===== config.mk =====
export PLATFORM = sky130hd
export DESIGN_NAME = adcc_regs
export DESIGN_NICKNAME = d
export VERILOG_FILES = /design/src/design/adcc_pkg.sv /design/src/design/adcc_clk_div.sv /design/src/design/adcc_regs.sv
export VERILOG_INCLUDE_DIRS = /design/src /design/src/design
export SDC_FILE = /design/constraint.sdc
export NUM_CORES = 1
export LEC_CHECK = 0
export BUFFER_PORTS_ARGS = -buffer_cell sky130_fd_sc_hd__buf_2
export CORE_UTILIZATION = 55
export CTS_BUF_LIST = sky130_fd_sc_hd__clkbuf_8
export DETAILED_ROUTE_END_ITERATION = 10
export PLACE_DENSITY_LB_ADDON = 0.15
export SLEW_MARGIN = 25
export SYNTH_ARGS = -nofsm -noshare
export SYNTH_HDL_FRONTEND = slang
export SYNTH_SLANG_ARGS = --single-unit

===== constraint.sdc =====
create_clock -name core_clk -period 3.3 [get_ports core_clk]
set_input_delay 0.165 -clock core_clk [delete_from_list [all_inputs] [get_ports core_clk]]
set_output_delay 0.165 -clock core_clk [all_outputs]
set_load 0.03 [all_outputs]

===== src/design/adcc_cfg.svh =====
// Offsets, field positions, reset values and timing counts of the
// converter control front end. Included by every file that needs them.
`ifndef ADCC_CFG_SVH
`define ADCC_CFG_SVH

// Register indices; the byte address on the bus is four times the index
`define ADCC_IDX_CONTROL_A 6'h00
`define ADCC_IDX_REFERENCE_CONTROL 6'h01
`define ADCC_IDX_AVERAGING_CONTROL 6'h02
`define ADCC_IDX_SAMPLING_TIME_CONTROL 6'h03
`define ADCC_IDX_CONTROL_B 6'h04
`define ADCC_IDX_STATUS 6'h19

// Control A fields
`define ADCC_CA_SOFT_RESET 0
`define ADCC_CA_ENABLE 1
`define ADCC_CA_RUN_STANDBY 2
// Reference control fields
`define ADCC_RC_COMP 7
`define ADCC_RC_SEL_LSB 0
// Averaging control fields
`define ADCC_AC_DIV_LSB 4
`define ADCC_AC_CNT_LSB 0
// Control B fields
`define ADCC_CB_DIFF 0
`define ADCC_CB_LEFT 1
`define ADCC_CB_FREE 2
`define ADCC_CB_CORR 3
`define ADCC_CB_RES_LSB 4
`define ADCC_CB_PRESC_LSB 8
// Status fields
`define ADCC_ST_BUSY 7

// Writable bits; all others are reserved and read zero
`define ADCC_MASK_CONTROL_A 16'h0007
`define ADCC_MASK_REFERENCE 16'h008F
`define ADCC_MASK_AVERAGING 16'h007F
`define ADCC_MASK_SAMPLING 16'h003F
`define ADCC_MASK_CONTROL_B 16'h073F

// Reset values
`define ADCC_RST_8 8'h00
`define ADCC_RST_16 16'h0000

// Highest legal codes
`define ADCC_REF_SEL_MAX 4'h4
`define ADCC_SAMPLE_CNT_MAX 4'hA

// Converter clock ticks a synchronised access needs to take effect
`define ADCC_SYNC_TICKS 2'd2
// Smallest prescaler divide ratio
`define ADCC_PRESC_BASE 10'h004

// Bus responses
`define ADCC_RESP_OKAY 2'b00
`define ADCC_RESP_SLVERR 2'b10
`define ADCC_RESP_DECERR 2'b11

`endif


===== src/design/adcc_pkg.sv =====
// Types shared by the converter control front end.
// Assumes the constants of adcc_cfg.svh for field positions.
package adcc_pkg;

  typedef enum logic [3:0] {
    internal_one_volt_ref = 4'h0,
    supply_div_1p48_ref = 4'h1,
    supply_div_2_ref = 4'h2,
    external_ref_a = 4'h3,
    external_ref_b = 4'h4
  } adcc_ref_e;

  typedef enum logic [1:0] {
    res_12_bit = 2'h0,
    res_16_bit = 2'h1,
    res_10_bit = 2'h2,
    res_8_bit = 2'h3
  } adcc_res_e;

  typedef struct packed {
    logic awvalid;
    logic [7:0] awaddr;
    logic wvalid;
    logic [31:0] wdata;
    logic [3:0] wstrb;
    logic bready;
    logic arvalid;
    logic [7:0] araddr;
    logic rready;
  } adcc_axi_req_s;

  typedef struct packed {
    logic awready;
    logic wready;
    logic bvalid;
    logic [1:0] bresp;
    logic arready;
    logic rvalid;
    logic [31:0] rdata;
    logic [1:0] rresp;
  } adcc_axi_rsp_s;

  typedef struct packed {
    logic converter_enabled;
    logic keep_running_in_standby;
    logic ref_buffer_offset_comp;
    logic [3:0] reference_select;
    logic reference_reserved;
    logic [2:0] result_division_exponent;
    logic [10:0] samples_per_result;
    logic sample_count_reserved;
    logic [6:0] sampling_half_cycles;
    logic [1:0] resolution_select;
    logic [4:0] result_width;
    logic digital_correction_on;
    logic continuous_conversion;
    logic left_align_result;
    logic differential_input;
    logic [2:0] prescaler_select;
  } adcc_cfg_s;

endpackage


===== src/design/adcc_clk_div.sv =====
// Converter clock divider: one-cycle tick every 4 << prescale core cycles.
// Assumes prescale is stable except when restart is pulsed.
`timescale 1ns/10ps
`include "adcc_cfg.svh"
module adcc_clk_div #(
  parameter int PRESC_W = 3
) (
  // Clock and reset
  input wire logic core_clk,
  input wire logic rst_n,
  // Control
  input wire logic restart,
  input wire logic [PRESC_W-1:0] prescale,
  // Converter clock enable
  output logic tick
);

  initial begin
    if (PRESC_W != 3) begin
      $error("adcc_clk_div: only a 3-bit prescaler is served");
    end
  end

  typedef struct packed {
    logic [8:0] cnt;
    logic tick;
  } adcc_div_s;

  adcc_div_s div_reg;
  adcc_div_s div_next;
  logic [9:0] ratio;

  always_comb begin
    div_next = div_reg;
    ratio = `ADCC_PRESC_BASE << prescale;
    div_next.tick = 1'b0;
    if (restart) begin
      div_next.cnt = 9'h000;
    end else if ({1'b0, div_reg.cnt} == ratio - 10'h001) begin
      div_next.cnt = 9'h000;
      div_next.tick = 1'b1;
    end else begin
      div_next.cnt = div_reg.cnt + 9'h001;
    end
  end

  always_ff @(posedge core_clk) begin
    if (!rst_n) begin
      div_reg <= '0;
    end else begin
      div_reg <= div_next;
    end
  end

  assign tick = div_reg.tick;

endmodule


===== src/design/adcc_regs.sv =====
// Converter control register front end on an AXI4-Lite slave port.
// Assumes one core clock; the converter domain runs on divider ticks.
//
// The AXI4-Lite slave port was decided locally.
`timescale 1ns/10ps
`include "adcc_cfg.svh"
module adcc_regs #(
  parameter int ADDR_W = 8,
  parameter int PRESC_W = 3
) (
  // Clock and reset
  input wire logic core_clk,
  input wire logic rst_n,
  // Register bus
  input wire adcc_pkg::adcc_axi_req_s axi_req,
  output adcc_pkg::adcc_axi_rsp_s axi_rsp,
  // Write protection from the peripheral access guard
  input wire logic peripheral_access_guard,
  // Configuration towards the converter
  output adcc_pkg::adcc_cfg_s conv_cfg,
  output logic conv_clk_tick
);

  initial begin
    if (ADDR_W < 7 || ADDR_W > 8) begin
      $error("adcc_regs: address width must be 7 or 8 bits");
    end
    if (PRESC_W != 3) begin
      $error("adcc_regs: only a 3-bit prescaler is served");
    end
  end

  typedef struct packed {
    logic [7:0] control_a;
    logic [7:0] reference_control;
    logic [7:0] averaging_control;
    logic [7:0] sampling_time_control;
    logic [15:0] control_b;
    logic [15:0] control_b_conv;
    logic conv_enable;
    logic sync_busy_flag;
    logic [1:0] sync_cnt;
    logic aw_full;
    logic [7:0] aw_addr;
    logic w_full;
    logic [31:0] w_data;
    logic [3:0] w_strb;
    adcc_pkg::adcc_axi_rsp_s rsp;
    adcc_pkg::adcc_cfg_s cfg;
    logic tick;
  } adcc_state_s;

  adcc_state_s st_reg;
  adcc_state_s st_next;
  logic div_tick;
  logic div_restart;

  // Byte-lane merge with reserved bits forced to zero
  function automatic logic [15:0] lane_merge(
    input logic [15:0] old,
    input logic [15:0] data,
    input logic [1:0] strb,
    input logic [15:0] mask
  );
    logic [15:0] res;
    res = old;
    for (int i = 0; i < 2; i++) begin
      if (strb[i]) begin
        res[8*i +: 8] = data[8*i +: 8];
      end
    end
    return res & mask;
  endfunction

  function automatic logic [5:0] reg_index(input logic [7:0] addr);
    return addr[7:2];
  endfunction

  function automatic logic [4:0] width_of(input logic [1:0] sel);
    logic [4:0] w;
    case (sel)
      adcc_pkg::res_12_bit: w = 5'd12;
      adcc_pkg::res_16_bit: w = 5'd16;
      adcc_pkg::res_10_bit: w = 5'd10;
      default: w = 5'd8;
    endcase
    return w;
  endfunction

  always_comb begin
    logic [5:0] widx;
    logic [5:0] ridx;
    logic [15:0] merged;
    logic [15:0] wlo;
    logic [3:0] cnt_code;
    logic [3:0] ref_code;
    logic [7:0] waddr;
    logic [7:0] raddr;
    widx = 6'h00;
    ridx = 6'h00;
    merged = 16'h0000;
    wlo = 16'h0000;
    cnt_code = 4'h0;
    ref_code = 4'h0;
    waddr = 8'h00;
    raddr = 8'h00;
    st_next = st_reg;
    st_next.tick = div_tick;

    // Converter-domain side of the synchronisation handshake
    if (st_reg.sync_busy_flag && div_tick) begin
      if (st_reg.sync_cnt == `ADCC_SYNC_TICKS - 2'd1) begin
        st_next.sync_busy_flag = 1'b0;
        st_next.sync_cnt = 2'd0;
        if (st_reg.control_a[`ADCC_CA_SOFT_RESET]) begin
          // Debug control lives elsewhere and is untouched
          st_next.control_a = `ADCC_RST_8;
          st_next.reference_control = `ADCC_RST_8;
          st_next.averaging_control = `ADCC_RST_8;
          st_next.sampling_time_control = `ADCC_RST_8;
          st_next.control_b = `ADCC_RST_16;
          st_next.control_b_conv = `ADCC_RST_16;
          st_next.conv_enable = 1'b0;
        end else begin
          st_next.conv_enable = st_reg.control_a[`ADCC_CA_ENABLE];
          st_next.control_b_conv = st_reg.control_b;
        end
      end else begin
        st_next.sync_cnt = st_reg.sync_cnt + 2'd1;
      end
    end

    // Write address and data are taken independently
    if (axi_req.awvalid && st_reg.rsp.awready) begin
      st_next.aw_full = 1'b1;
      st_next.aw_addr = axi_req.awaddr;
    end
    if (axi_req.wvalid && st_reg.rsp.wready) begin
      st_next.w_full = 1'b1;
      st_next.w_data = axi_req.wdata;
      st_next.w_strb = axi_req.wstrb;
    end
    if (st_reg.rsp.bvalid && axi_req.bready) begin
      st_next.rsp.bvalid = 1'b0;
    end

    if (st_reg.aw_full && st_reg.w_full && !st_reg.rsp.bvalid) begin
      waddr = st_reg.aw_addr;
      widx = reg_index(waddr);
      wlo = st_reg.w_data[15:0];
      st_next.aw_full = 1'b0;
      st_next.w_full = 1'b0;
      st_next.rsp.bvalid = 1'b1;
      st_next.rsp.bresp = `ADCC_RESP_OKAY;
      case (widx)
        `ADCC_IDX_CONTROL_A, `ADCC_IDX_REFERENCE_CONTROL,
        `ADCC_IDX_AVERAGING_CONTROL, `ADCC_IDX_SAMPLING_TIME_CONTROL,
        `ADCC_IDX_CONTROL_B: begin
          if (peripheral_access_guard) begin
            st_next.rsp.bresp = `ADCC_RESP_SLVERR;
          end else if (st_reg.control_a[`ADCC_CA_SOFT_RESET]) begin
            // Nothing may land while the reset is still in flight
            st_next.rsp.bresp = `ADCC_RESP_SLVERR;
          end else begin
            case (widx)
              `ADCC_IDX_CONTROL_A: begin
                if (st_reg.w_strb[0] && wlo[`ADCC_CA_SOFT_RESET]) begin
                  // Only the reset request survives this access
                  st_next.control_a = st_reg.control_a;
                  st_next.control_a[`ADCC_CA_SOFT_RESET] = 1'b1;
                  st_next.sync_busy_flag = 1'b1;
                  st_next.sync_cnt = 2'd0;
                end else begin
                  merged = lane_merge({8'h00, st_reg.control_a}, wlo,
                    st_reg.w_strb[1:0], `ADCC_MASK_CONTROL_A);
                  st_next.control_a = merged[7:0];
                  if (merged[`ADCC_CA_ENABLE] !=
                      st_reg.control_a[`ADCC_CA_ENABLE]) begin
                    st_next.sync_busy_flag = 1'b1;
                    st_next.sync_cnt = 2'd0;
                  end
                end
              end
              `ADCC_IDX_REFERENCE_CONTROL: begin
                merged = lane_merge({8'h00, st_reg.reference_control},
                  wlo, st_reg.w_strb[1:0], `ADCC_MASK_REFERENCE);
                st_next.reference_control = merged[7:0];
              end
              `ADCC_IDX_AVERAGING_CONTROL: begin
                merged = lane_merge({8'h00, st_reg.averaging_control},
                  wlo, st_reg.w_strb[1:0], `ADCC_MASK_AVERAGING);
                st_next.averaging_control = merged[7:0];
              end
              `ADCC_IDX_SAMPLING_TIME_CONTROL: begin
                merged = lane_merge({8'h00, st_reg.sampling_time_control},
                  wlo, st_reg.w_strb[1:0], `ADCC_MASK_SAMPLING);
                st_next.sampling_time_control = merged[7:0];
              end
              default: begin
                // Control B holds its value while the enable bit of Control A is set
                if (!st_reg.control_a[`ADCC_CA_ENABLE]) begin
                  st_next.control_b = lane_merge(st_reg.control_b, wlo,
                    st_reg.w_strb[1:0], `ADCC_MASK_CONTROL_B);
                  st_next.sync_busy_flag = 1'b1;
                  st_next.sync_cnt = 2'd0;
                end else begin
                  st_next.control_b = st_reg.control_b;
                end
              end
            endcase
          end
        end
        `ADCC_IDX_STATUS: begin
          st_next.rsp.bresp = `ADCC_RESP_OKAY;
        end
        default: begin
          st_next.rsp.bresp = `ADCC_RESP_DECERR;
        end
      endcase
    end

    // Read channel: answer one cycle after the address is taken
    if (st_reg.rsp.rvalid && axi_req.rready) begin
      st_next.rsp.rvalid = 1'b0;
    end
    if (axi_req.arvalid && st_reg.rsp.arready) begin
      raddr = axi_req.araddr;
      ridx = reg_index(raddr);
      st_next.rsp.rvalid = 1'b1;
      st_next.rsp.rresp = `ADCC_RESP_OKAY;
      st_next.rsp.rdata = 32'h0000_0000;
      case (ridx)
        `ADCC_IDX_CONTROL_A:
          st_next.rsp.rdata[7:0] = st_reg.control_a;
        `ADCC_IDX_REFERENCE_CONTROL:
          st_next.rsp.rdata[7:0] = st_reg.reference_control;
        `ADCC_IDX_AVERAGING_CONTROL:
          st_next.rsp.rdata[7:0] = st_reg.averaging_control;
        `ADCC_IDX_SAMPLING_TIME_CONTROL:
          st_next.rsp.rdata[7:0] = st_reg.sampling_time_control;
        `ADCC_IDX_CONTROL_B:
          st_next.rsp.rdata[15:0] = st_reg.control_b;
        `ADCC_IDX_STATUS:
          st_next.rsp.rdata[`ADCC_ST_BUSY] = st_reg.sync_busy_flag;
        default:
          st_next.rsp.rresp = `ADCC_RESP_DECERR;
      endcase
    end

    // One write and one read in flight; ready drops while held
    st_next.rsp.awready = !st_next.aw_full && !st_next.rsp.bvalid;
    st_next.rsp.wready = !st_next.w_full && !st_next.rsp.bvalid;
    st_next.rsp.arready = !st_next.rsp.rvalid;

    // Configuration seen by the converter, registered
    st_next.cfg.converter_enabled = st_reg.conv_enable;
    st_next.cfg.keep_running_in_standby =
      st_reg.control_a[`ADCC_CA_RUN_STANDBY];
    st_next.cfg.ref_buffer_offset_comp =
      st_reg.reference_control[`ADCC_RC_COMP];
    ref_code = st_reg.reference_control[`ADCC_RC_SEL_LSB +: 4];
    st_next.cfg.reference_select = ref_code;
    st_next.cfg.reference_reserved = ref_code > `ADCC_REF_SEL_MAX;
    st_next.cfg.result_division_exponent =
      st_reg.averaging_control[`ADCC_AC_DIV_LSB +: 3];
    cnt_code = st_reg.averaging_control[`ADCC_AC_CNT_LSB +: 4];
    // Reserved counts give zero so the datapath can refuse them
    if (cnt_code > `ADCC_SAMPLE_CNT_MAX) begin
      st_next.cfg.samples_per_result = 11'h000;
      st_next.cfg.sample_count_reserved = 1'b1;
    end else begin
      st_next.cfg.samples_per_result = 11'h001 << cnt_code;
      st_next.cfg.sample_count_reserved = 1'b0;
    end
    st_next.cfg.sampling_half_cycles =
      {1'b0, st_reg.sampling_time_control[5:0]} + 7'h01;
    st_next.cfg.resolution_select =
      st_reg.control_b_conv[`ADCC_CB_RES_LSB +: 2];
    st_next.cfg.result_width =
      width_of(st_reg.control_b_conv[`ADCC_CB_RES_LSB +: 2]);
    st_next.cfg.digital_correction_on =
      st_reg.control_b_conv[`ADCC_CB_CORR];
    st_next.cfg.continuous_conversion =
      st_reg.control_b_conv[`ADCC_CB_FREE];
    st_next.cfg.left_align_result = st_reg.control_b_conv[`ADCC_CB_LEFT];
    st_next.cfg.differential_input = st_reg.control_b_conv[`ADCC_CB_DIFF];
    st_next.cfg.prescaler_select =
      st_reg.control_b_conv[`ADCC_CB_PRESC_LSB +: 3];
  end

  // Restart the divider whenever a new prescaler reaches the converter
  assign div_restart = st_reg.control_b_conv[`ADCC_CB_PRESC_LSB +: 3] !=
    st_next.control_b_conv[`ADCC_CB_PRESC_LSB +: 3];

  adcc_clk_div #(
    .PRESC_W(PRESC_W)
  ) u_clk_div (
    .core_clk(core_clk),
    .rst_n(rst_n),
    .restart(div_restart),
    .prescale(st_reg.control_b_conv[`ADCC_CB_PRESC_LSB +: 3]),
    .tick(div_tick)
  );

  always_ff @(posedge core_clk) begin
    if (!rst_n) begin
      st_reg <= '0;
      st_reg.rsp.awready <= 1'b1;
      st_reg.rsp.wready <= 1'b1;
      st_reg.rsp.arready <= 1'b1;
      st_reg.cfg.samples_per_result <= 11'h001;
      st_reg.cfg.sampling_half_cycles <= 7'h01;
      st_reg.cfg.result_width <= 5'd12;
    end else begin
      st_reg <= st_next;
    end
  end

  assign axi_rsp = st_reg.rsp;
  assign conv_cfg = st_reg.cfg;
  assign conv_clk_tick = st_reg.tick;

endmodule


* Word-level counts from Yosys, hierarchy flattened *
Index checks and enable logic that the tools add are counted.

word-level totals
  flip-flop bits (word level) = 194
  bits in latches = 0
  RAM bits = 0
  ROM bits = 0
  bits of input ports = 60
  output and inout port bits = 86
  memories = 0

operators by class
  add/sub/neg operators = 4
  multipliers = 0
  div/mod/pow operators = 0
  magnitude comparators = 2
  eq/ne operators = 24
  shift operators = 2
  mux-type cells = 53
  bitwise gates (word level) = 1
  reductions and logical operators = 30

operators by type and width
  operator                                                              number
  48-bit two-way mux                                                    5
  68-bit two-way mux                                                    1
  66-bit two-way mux                                                    1
  8-bit two-way mux                                                     7
  6-bit != test, second input constant                                  8
  3-bit two-way mux                                                     15
  37-bit two-way mux                                                    1
  35-bit two-way mux                                                    1
  7-bit one-hot mux with 5 select lines                                 1
  16-bit two-way mux                                                    2
  6-bit by 2-bit == test with 1-bit output, second input constant       4
  17-bit two-way mux                                                    1
  5-bit one-hot mux with 3 select lines                                 1
  6-bit by 1-bit == test with 1-bit output, second input constant       2
  6-bit by 3-bit == test with 1-bit output, second input constant       2
  6-bit by 5-bit == test with 1-bit output, second input constant       2
  6-bit zero test                                                       2
  6-bit two-way mux                                                     2
  1-bit logical AND                                                     11
  1-bit by 4-bit left shift with 11-bit output, first input constant    1
  9-bit by 10-bit == test with 1-bit output                             1
  2-bit two-way mux                                                     5
  3-bit by 3-bit left shift with 10-bit output, first input constant    1
  10-bit by 1-bit subtractor with 10-bit output, second input constant  1
  other kinds (25)                                                      38

* Longest topological paths before layout *
Gate-level depths: netlist (run 1).

  depth in word-level cells = 17
  depth in mapped cells = 6
  gate-level depth less buffers = 5

* Modules after synthesis *
Synthesis (run 1) repeated with hierarchy kept, for this count alone.

second synthesis, totals
  cell total of the unflattened synthesis = 790
  area, all modules = 7081.8 um^2

by module, submodules not included
  module        times used  cells an instance  area an instance (um^2)  sequential area each (um^2)
  adcc_regs     1           725                6459.9                   3002.9
  adcc_clk_div  1           65                 621.8                    200.2

* Worst setup path before layout (run 1) *
Ideal clock, no wire load.

  kind = register to register
  start = register st_reg[127] (netlist bit)
  end = register st_reg, in the netlist st_next[43]
  setup time = 118 ps
  data arrival time = 1461 ps
  setup slack = 1721 ps
  stages on the path, launching flop included = 5
  path buffers = 0
  path through = dfxtp_1 -> nor4_4 -> nand4_1 -> or4_4 -> mux2i_1

on the way
  longest elaborated chain between the ends = 6
  elaborated cells between the ends (all ways) = 14
  classes of those cells = eq/ne: 6; mux: 5; reduce/logical: 3

RTL lines
  item                    line                                text
  from (decl)             adcc_regs.sv:53                     adcc_state_s st_reg;
  from (signal assigned)  adcc_regs.sv:315                    st_reg <= st_next;
  6-bit zero test         adcc_regs.sv:155, adcc_regs.sv:165
  8-bit two-way mux       adcc_regs.sv:165                    case (widx)
  48-bit two-way mux      adcc_regs.sv:161                    end else if (st_reg.control_a[`ADCC_CA_SOFT_RESET]) begin
  48-bit two-way mux      adcc_regs.sv:159                    if (peripheral_access_guard) begin
  48-bit two-way mux      adcc_regs.sv:155                    case (widx)
  48-bit two-way mux      adcc_regs.sv:147                    if (st_reg.aw_full && st_reg.w_full && !st_reg.rsp.bvalid) begin

Parallel ways exist; a longest one is shown, timed or not.
A chain may end at the register's enable or synchronous reset.

* Worst setup path after layout (run 1) *
  start = register st_reg[192] (netlist bit)
  end = register st_reg[166] (netlist bit)

on the way
  longest elaborated chain between the ends = 8
  elaborated cells between the ends (all ways) = 9
  classes of those cells = eq/ne: 1; mux: 8

RTL lines
  item                line              text
  48-bit two-way mux  adcc_regs.sv:115  if (st_reg.control_a[`ADCC_CA_SOFT_RESET]) begin
  66-bit two-way mux  adcc_regs.sv:112  if (st_reg.sync_cnt == `ADCC_SYNC_TICKS - 2'd1) begin
  68-bit two-way mux  adcc_regs.sv:111  if (st_reg.sync_busy_flag && div_tick) begin
  16-bit two-way mux  adcc_regs.sv:165
  48-bit two-way mux  adcc_regs.sv:161
  48-bit two-way mux  adcc_regs.sv:159
  48-bit two-way mux  adcc_regs.sv:155
  48-bit two-way mux  adcc_regs.sv:147

Parallel ways exist; a longest one is shown, timed or not.

==> metrics.md, run 1 <==
| Metric | Value |
|---|---|
| Remaining DRCs | `0` |
| Max Slew Vio Count | `0` |
| Unrepaired setup endpoints after global routing | `no` |
| Crit path arrival time | `2.44 ns` |
| Total gr overflow | `0` |
| CTS Buffer Depth | `2` |
| Post-route insts no fill | `978` |
| Number of max-cap violations | `0` |
| Post-synthesis sequential area ratio | `46.6%` |
| Placed cell areas | `6880 sq um` |
| Row Count | `40` |
| Yosys Warn Count | `0` |
| VDD IR max | `0.000320 V` |
| Final Hold Slack | `0.0466 ns` |
| Total core area | `12,100 sq um` |
| DRT iter0 DRCs | `332` |
| Clock Tree Root | `clkbuf_8` |
| Largest net degree at the start of global routing | `41` |
| Crit path time final | `2.10 ns` |
| Die Wd | `114 microns` |
| Initial Util | `56.7%` |
| Port Buffers | `101` |
| Ant. Diodes | `0` |
| Hold Crit Class | `input port to flip-flop` |
| Final setup margin | `1.20 ns` |
| Post-synth top area share | `46.6%` |
| Routed len/inst | `14.8 microns` |
| TritonCTS clock tree | `done` |
| First-pass detailed-route iteration total | `5` |
| PostCTS Resize Cnt | `0` |
| Dominant cells by area after synthesis | `dfxtp_1 47%, buf_4 9.3%, nand2_1 6.9%, a21boi_0 4.9%, and2_1 3.8%` |
| Combinational share of power | `9.4%` |
| Least-Margin Pin Slew | `1.04 ns` |
| Yosys reg bits | `160` |
| Cell taking the most area after synthesis | `dfxtp_1` |
| Main synth FF type | `dfxtp_1` |
| Drt total wl | `14,400 microns` |
| P_leak | `3.14 nW` |
| Clock power share | `36.7%` |
| First-pass GRT wire length | `23,100 microns` |
| H-tree levels | `4` |
| Commonest cells post-synth | `160 x dfxtp_1, 126 x nand2_1, 85 x buf_4, 45 x a21boi_0, 44 x nand3_1` |
| GRT Total Usage | `23.0%` |
| Hold-fix buffers, CTS | `20` |
| CP Launch Type | `flip-flop` |
| Worst slack at placement | `1.25 ns` |
| IO Pins | `146` |
| Number of flip-flops in the largest register | `63` |
| CP max FO | `10` |
| P_int | `2.80 mW` |
| Mean Syn Cell Area | `9.01 sq um` |
| Critical path endpoint category | `flip-flop` |
| Postcts setup bufs | `0` |
| Area of the die | `12,900 sq um` |
| Final core utilization | `61.7%` |
| Vias in the first global route | `4,747` |
| Die Ht | `114 microns` |
| Fin nets | `859` |
| Sw Ratio | `26.4%` |
| Crit Path Category | `flip-flop to flip-flop` |
| Pwr Density | `510 nW/um^2` |
| Reg clk slew, reported paths | `0.09 ns` |
| Final Skew | `0.0125 ns` |
| Cell with the most instances after synthesis | `dfxtp_1` |
| Area grow syn2layout | `8.70%` |
| Clock sink total | `160` |
| Worst-Skew Late Latency | `0.45 ns` |
| Final period util | `63.6%` |
| CTS Buf Count | `17` |
| P_sw | `1.01 mW` |
| Vias per cell | `5.32` |
| Sequential power share | `53.8%` |
| Synth Instances | `763` |
| Slew headroom | `30.1%` |
| Layout cells sized above 1 | `19.1%` |
| Final instance area | `7470 sq um` |
| Pwr Total | `3.81 mW` |
| Fin. Hold Viols | `0` |
| Routed Antenna Nets | `0` |
| Final setup vio count | `0` |
| EDFF count, synth | `0` |
| Distinct cells, synth | `60` |
| Run status | `finished clean` |
| Synth Cell Area | `6870 sq um` |
| Setup TNS | `0 ns` |
| Worst EP required | `3.65 ns` |
| GP Congestion | `0.800` |
| Maximum clock rate | `477 MHz` |
| Via count | `5,206` |
| Initial antenna violation count | `0` |
| # placed instances | `926` |
| Post-synth ARST share | `0%` |
| Post-DP HPWL | `10,300 microns` |
-- critical path: stages, from the launching register on --
cell	delay [ns]
dfxtp_1	0.66
inv_1	0.22
o21ai_0	0.57
a31oi_1	0.26
and2_1	0.27
-- worst paths after layout --
check              startpoint     endpoint  slack (ns)  cells past startpoint
setup reg to reg  st_reg[192]  st_reg[166]        1.20                      4
setup / recovery  st_reg[192]  st_reg[166]        1.20                      4
hold / removal     axi_req[0]  axi_rsp[34]        0.05                      3
hold reg to reg   st_next[13]  conv_cfg[8]        0.42                      1
-- metal layers --
layer	track usage [%]	share of wire, %	wire (microns)	vias to the layer above
met5	0	0	0	-
met4	9.00	1.7	251	0
met3	5.15	5.4	783	25
met2	37.7	48	6860	149
met1	29.4	45	6540	2471
li1	-	-	-	2561
-- cell families (layout without fill, tap and decap cells) --
group,Yosys count,in the layout,synth area share [%]
adders and majority gates,2,2,0.364
other,1,17,0.0546
xor gates and xnor gates,13,13,1.66
muxes,24,24,3.81
DFF,160,160,46.6
AOI/OAI and AO/OA,124,124,13.4
buffers and inverters,138,169,12.3
and+or+nand+nor,301,301,21.8
-- power groups by stage --
stage	Combinational (mW)	Clock, mW	Sequential [mW]
floorplan	0.299	0	2.07
global placement	0.327	0	2.09
detailed placement	0.340	0	2.10
CTS	0.358	1.42	2.05
global route	0.394	1.50	2.06
finish	0.359	1.40	2.05
-- layout by cell type (no fill, tap or decap), types with 8 or more instances in the layout --
cell           instances
buf_2                101
nand2_1              126
a21oi_1               12
dfxtp_1              160
nor2_1                30
a311oi_1               9
nand3_1               44
nor3_1                 8
dlygate4sd3_1         20
a21boi_0              45
xnor2_1                8
nand2b_1               8
o21ai_0               18
conb_1                17
clkbuf_8              18
and2_1                42
nor2b_1               11
inv_1                 13
mux2i_1               16
-- layout make-up --
class	count	area [sq um]
fill	1077	4640
sequential	160	3200
multi-input combinational	481	2890
timing repair buffer	124	728
clock buffer	18	248
tap	168	210
clock inverter	14	140
inverter	13	48.8
Note: power is estimated with default switching activity, not from simulation.
==> run 2, diff against run 1 <==
- CORE_UTILIZATION: 55 -> 51
- clock period: 3.3 -> 1.89 ns (I/O delays scaled with it)
==> run 2 against run 1 <==
  * The flow now finishes with violations (design-rule violations)
  * Clock power grew 72%
  * Cell area grew 2.5%
  * Via count decreased by 0.21%
  * Sequential power is 75% higher
  * Register-to-register slack lost 1.1 ns
  * Non-clock buffer count rose by 21
  * Flip-flop and latch count is the same
  * Critical path depth is the same
  * Power increased by 75%
  * Die area up 7.7%
  * Critical endpoint is now st_next[42]
  * Largest power group unchanged
  * Highest routed layer unchanged
==> metrics.md, run 2 (synthesis gave the netlist of run 1 again) <==
| Metric | Value |
|---|---|
| Most common cell after layout, fill and taps aside | `dfxtp_1` |
| Number of max-cap violations | `0` |
| Drt total wl | `14,900 microns` |
| Run status | `complete, but fails checks` |
| Vias per cell | `5.16` |
| Routed len/inst | `14.8 microns` |
| Post-route insts no fill | `1,007` |
| Total gr overflow | `0` |
| Crit Path Category | `flip-flop to flip-flop` |
| Unrepaired setup endpoints after global routing | `no` |
| Final Hold Slack | `0.0690 ns` |
| CTS Buf Count | `17` |
| Final Skew | `0.00848 ns` |
| P_leak | `3.25 nW` |
| Final core utilization | `58.1%` |
| First-pass GRT wire length | `24,600 microns` |
| Failing checks | `design-rule violations` |
| Critical path cell sequence | `nor4_4 -> and3_1 -> nand3_1 -> mux2i_1` |
| DR top layer | `met4` |
| Wire length on met1 | `6900 microns` |
| Maximum clock rate | `564 MHz` |
| Ant. Diodes | `0` |
| Fin. Hold Viols | `0` |
| TritonCTS clock tree | `done` |
| Largest net degree at the start of global routing | `64` |
| Post-DP HPWL | `10,700 microns` |
| Initial antenna violation count | `0` |
| CTS Buffer Depth | `2` |
| Crit path time final | `1.77 ns` |
| IO Pins | `146` |
| Hold Crit Class | `input port to flip-flop` |
| Row Count | `42` |
| Max Slew Vio Count | `0` |
| Via count | `5,195` |
| Number of flip-flops in the largest register | `63` |
| Total core area | `13,200 sq um` |
| Worst-Skew Late Latency | `0.45 ns` |
| DRT iter0 DRCs | `278` |
| Pwr Density | `870 nW/um^2` |
| WP buf/inv | `0` |
| Fin nets | `880` |
| Routed Antenna Nets | `0` |
| CP Launch Type | `flip-flop` |
| Crit path arrival time | `2.09 ns` |
| Clock sink total | `160` |
| Area grow syn2layout | `11.5%` |
| GRT Total Usage | `22.4%` |
| Slowest cell delay on critical path | `0.42 ns` |
| # placed instances | `950` |
| Critical path endpoint category | `flip-flop` |
| First-pass detailed-route iteration total | `7` |
| VDD IR max | `0.000477 V` |
| Reg clk slew, reported paths | `0.08 ns` |
| Slew headroom | `44.2%` |
| Least-Margin Pin Slew | `0.832 ns` |
| Clock Tree Root | `clkbuf_8` |
| Met3 WL post-DR | `637 microns` |
| Final period util | `93.8%` |
| Vias in the first global route | `5,018` |
| CP max FO | `7` |
| Postcts setup bufs | `0` |
| Die Ht | `118 microns` |
| Slowest CP cell | `nor4_4` |
| Area of the die | `13,900 sq um` |
| Most frequent cells in the layout | `160 x dfxtp_1, 126 x nand2_1, 101 x buf_2, 45 x a21boi_0, 44 x nand3_1` |
| Remaining DRCs | `1` |
| Initial Util | `52.1%` |
| Setup TNS | `0 ns` |
| Routed wl met2 | `6950 microns` |
| Final setup vio count | `0` |
| Die Wd | `118 microns` |
| Layout cells sized above 1 | `20.3%` |
| Port Buffers | `101` |
| GP Congestion | `0.812` |
| Worst EP required | `2.21 ns` |
| H-tree levels | `4` |
| Delay-heaviest family, CP | `simple AND/OR/NAND/NOR gates` |
## run 2: cell types whose count changed in the layout (fill, tap and decap cells not counted), sizes merged
cell	delta
buf	+16
clkinv	-3
dlygate4sd3	+5
clkinvlp	+1
clkbuf	+1
inv	+1
## run 2: path summary, 6_finish.rpt
| check | startpoint | to | slack [ns] | cells after the start |
|---|---|---|---|---|
| worst max-delay path | st_reg[127] | st_next[42] | 0.12 | 4 |
| worst min-delay path | axi_req[7] | axi_rsp[2] | 0.07 | 4 |
| worst max register to register | st_reg[127] | st_next[42] | 0.12 | 4 |
| worst min register to register | st_next[13] | conv_cfg[8] | 0.41 | 1 |
## run 2: power by group
part / switching, mW / total, mW / leakage, nW / internal (mW)
Clock: 1.19 / 2.41 / 0.201 / 1.22
Sequential: 0.112 / 3.58 / 1.30 / 3.47
Combinational: 0.421 / 0.676 / 1.75 / 0.255
## run 2: worst reg2reg max path: cells and delay by family (launching register included)
family,cells,cell delay (ns)
DFF,1,0.37
muxes,1,0.22
and+or+nand+nor,3,1.05
## run 2: final cells by class
cell class / instances / area, sq um
clock buffers: 19 / 262
clock inverters: 13 / 123
fillers: 1200 / 5530
inverters: 13 / 48.8
multi-input cells: 481 / 2890
flip-flops and latches: 160 / 3200
well taps: 176 / 220
repair buffers: 145 / 911
## run 2: repair_timing
| action | CTS | global route |
|---|---|---|
| resized for setup | 0 | 2 |
| endpoints found under the hold margin | 27 | 0 |
| hold buffers | 25 | 0 |
| endpoints found under the setup margin | 0 | 8 |
## run 2: layer usage
metal,vias to the layer above,track usage (%)
li1,2604,-
met1,2420,29.0
met2,141,35.6
met3,30,4.89
met4,0,10.5
met5,-,0
## run 2: metrics by stage
| step | cell area (sq um) | setup slack (ns) | power, mW |
|---|---|---|---|
| 6_report | 7660 | 0.118 | 6.67 |
| 2_1_floorplan | 6930 | 0.311 | 4.14 |
| 3_5_place_dp | 7020 | 0.0456 | 4.29 |
| 4_1_cts | 7650 | 0.0573 | 6.73 |
| 5_1_grt | 7660 | 0.0163 | 6.98 |
| 3_3_place_gp | 7020 | 0.143 | 4.26 |
==> run 3, diff against run 2 <==
- CORE_UTILIZATION: 51 -> 40
==> run 3 against run 2 <==
  * The run now ends clean
  * Flip-flop and latch count is the same
  * Maximum frequency grew 3.4%
  * Die area increased by 27%
  * Critical path type unchanged
==> metrics.md, run 3 (synthesis gave the netlist of run 1 again) <==
| Metric | Value |
|---|---|
| Run status | `finished clean` |
| Initial Util | `41.1%` |
| Global routing's busiest layer | `met2` |
| Crit path time final | `1.71 ns` |
| Fin. Hold Viols | `0` |
| Worst EP required | `2.24 ns` |
| Die Ht | `133 microns` |
| Ant. Diodes | `0` |
| Pwr Total | `6.50 mW` |
| Critical path origin | `st_reg[127]` |
| Final setup margin | `0.176 ns` |
| Final Skew | `0.0136 ns` |
| Least-Margin Pin Slew | `0.651 ns` |
| Worst hold path depth | `3` |
| Largest net degree at the start of global routing | `61` |
| Combinational share of power | `10.4%` |
| CTS Buffer Depth | `2` |
| Number of max-cap violations | `0` |
| Vias in the first global route | `4,779` |
| GRT Total Usage | `17.7%` |
| Clock sink total | `160` |
| VDD IR max | `0.000438 V` |
| Vias per cell | `4.90` |
| Post-route insts no fill | `1,053` |
| Drt total wl | `15,500 microns` |
| Slowest CP cell | `or4_4` |
| Reg2Reg Setup Slack | `0.18 ns` |
| Maximum clock rate | `583 MHz` |
| IO Pins | `146` |
| Hold Crit Class | `input port to flip-flop` |
| Clock Tree Root | `clkbuf_8` |
| CTS Buf Count | `17` |
| Worst flop-to-flop path endpoint | `st_reg[193]` |
| Max Slew Vio Count | `0` |
| Met2 Use GR | `28.7%` |
| Initial antenna violation count | `0` |
| CP max FO | `7` |
| Worst-Skew Late Latency | `0.46 ns` |
| Worst R2R Path Depth | `4` |
| DRT iter0 DRCs | `204` |
| First-pass GRT wire length | `24,600 microns` |
| Most frequent cells in the layout | `160 x dfxtp_1, 126 x nand2_1, 101 x buf_2, 45 x a21boi_0, 44 x nand3_1` |
| Total core area | `16,700 sq um` |
| GRT met1 Usage | `23.7%` |
| Port Buffers | `101` |
| Area of the die | `17,700 sq um` |
| Layout cells sized above 1 | `20.9%` |
| Number of flip-flops in the largest register | `63` |
| Routed len/inst | `14.7 microns` |
| Clock power share | `34.4%` |
| Fin nets | `882` |
| Pwr Density | `845 nW/um^2` |
| Final setup vio count | `0` |
| Die Wd | `133 microns` |
| CP Launch Type | `flip-flop` |
| Crit Path Category | `flip-flop to flip-flop` |
| First-pass detailed-route iteration total | `5` |
| Critical path endpoint category | `flip-flop` |
| Final period util | `90.7%` |
| P_leak | `3.23 nW` |
| Critical path cell sequence | `nor4_4 -> nand4_1 -> or4_4 -> mux2i_1` |
| Worst slack at placement | `0.113 ns` |
| GRT met3 Usage | `3.37%` |
| # fillers | `1,656` |
| WP buf/inv | `0` |
| P_int | `4.65 mW` |
| Sequential power share | `55.2%` |
| Reg2reg start | `st_reg[127]` |
| Remaining DRCs | `0` |
| Via count | `5,161` |
| Post-DP HPWL | `11,100 microns` |
| Cell count along the critical path | `4` |
| P_sw | `1.85 mW` |
| Delay-heaviest family, CP | `simple AND/OR/NAND/NOR gates` |
| H-tree levels | `4` |
| Postcts setup bufs | `0` |
| Area grow syn2layout | `12.0%` |
| Slew headroom | `56.3%` |
| Slowest cell delay on critical path | `0.47 ns` |
| Routed Antenna Nets | `0` |
| GP Congestion | `0.806` |
| # placed instances | `998` |
| Row Count | `47` |
| Most common cell after layout, fill and taps aside | `dfxtp_1` |
| TritonCTS clock tree | `done` |
| Reg clk slew, reported paths | `0.09 ns` |
| Unrepaired setup endpoints after global routing | `no` |
| Crit path arrival time | `2.06 ns` |
| Setup TNS | `0 ns` |
| Total gr overflow | `0` |
| Worst Setup EP | `st_reg[193]` |
| Sw Ratio | `28.5%` |
-- run 3: changes by cell type in the layout (fill, tap and decap cells not counted), moves of 2 or more --
cell,delta
buf_4,+4
inv_1,-3
inv_6,+3
bufinv_16,-2
clkbuf_8,-2
clkinv_4,+2
dlygate4sd3_1,-2
-- run 3: power groups by stage --
stage | registers (mW) | logic (mW) | clock network (mW)
after floorplan | 3.62 | 0.522 | 0
after global routing | 3.60 | 0.753 | 2.43
after CTS | 3.59 | 0.680 | 2.31
after global placement | 3.66 | 0.625 | 0
final | 3.59 | 0.676 | 2.24
after detailed placement | 3.66 | 0.642 | 0
-- run 3: timing repair --
item	in CTS	in global routing
endpoints found under the setup margin	0	4
endpoints found under the hold margin	25	0
gates resized for setup	0	2
hold buffers	23	0
-- run 3: worst reg2reg max path: stages, from the launching register on --
cell	delay (ns)
dfxtp_1	0.38
nor4_4	0.41
nand4_1	0.20
or4_4	0.47
mux2i_1	0.14
-- run 3: final cells by class --
type                       count  area (sq um)  share of cell area (%)
clock inverter                15           114                    1.48
inverter                      13          48.8                   0.634
multi-input combinational    481          2900                    37.7
sequential                   160          3200                    41.6
clock buffer                  17           234                    3.04
tap                          220           275                    3.58
timing repair buffer         147           921                    12.0
-- run 3: stage by stage --
step	hold slack, ns	util (%)	instance area (sq um)
after floorplan	0.239	-	6930
after global placement	0.346	42.5	7100
after detailed placement	0.355	42.5	7100
after CTS	0.00965	46.0	7680
after global routing	0.0290	46.1	7700
final	0.0474	46.1	7700
-- run 3: how the worst min path moves through the flow --
stage,from,endpoint
after global placement,axi_req[17],st_reg[92]
after CTS,axi_req[7],axi_rsp[0]
after global routing,axi_req[7],axi_rsp[0]
after detailed placement,axi_req[23],st_reg[98]
final,axi_req[7],axi_rsp[0]
after floorplan,axi_req[25],st_reg[100]
-- run 3: per-layer routing --
metal / wire length (microns) / vias to the layer above
met1: 7510 / 2401
met4: 191 / 0
met5: 0 / -
met3: 613 / 15
li1: - / 2612
met2: 7160 / 133
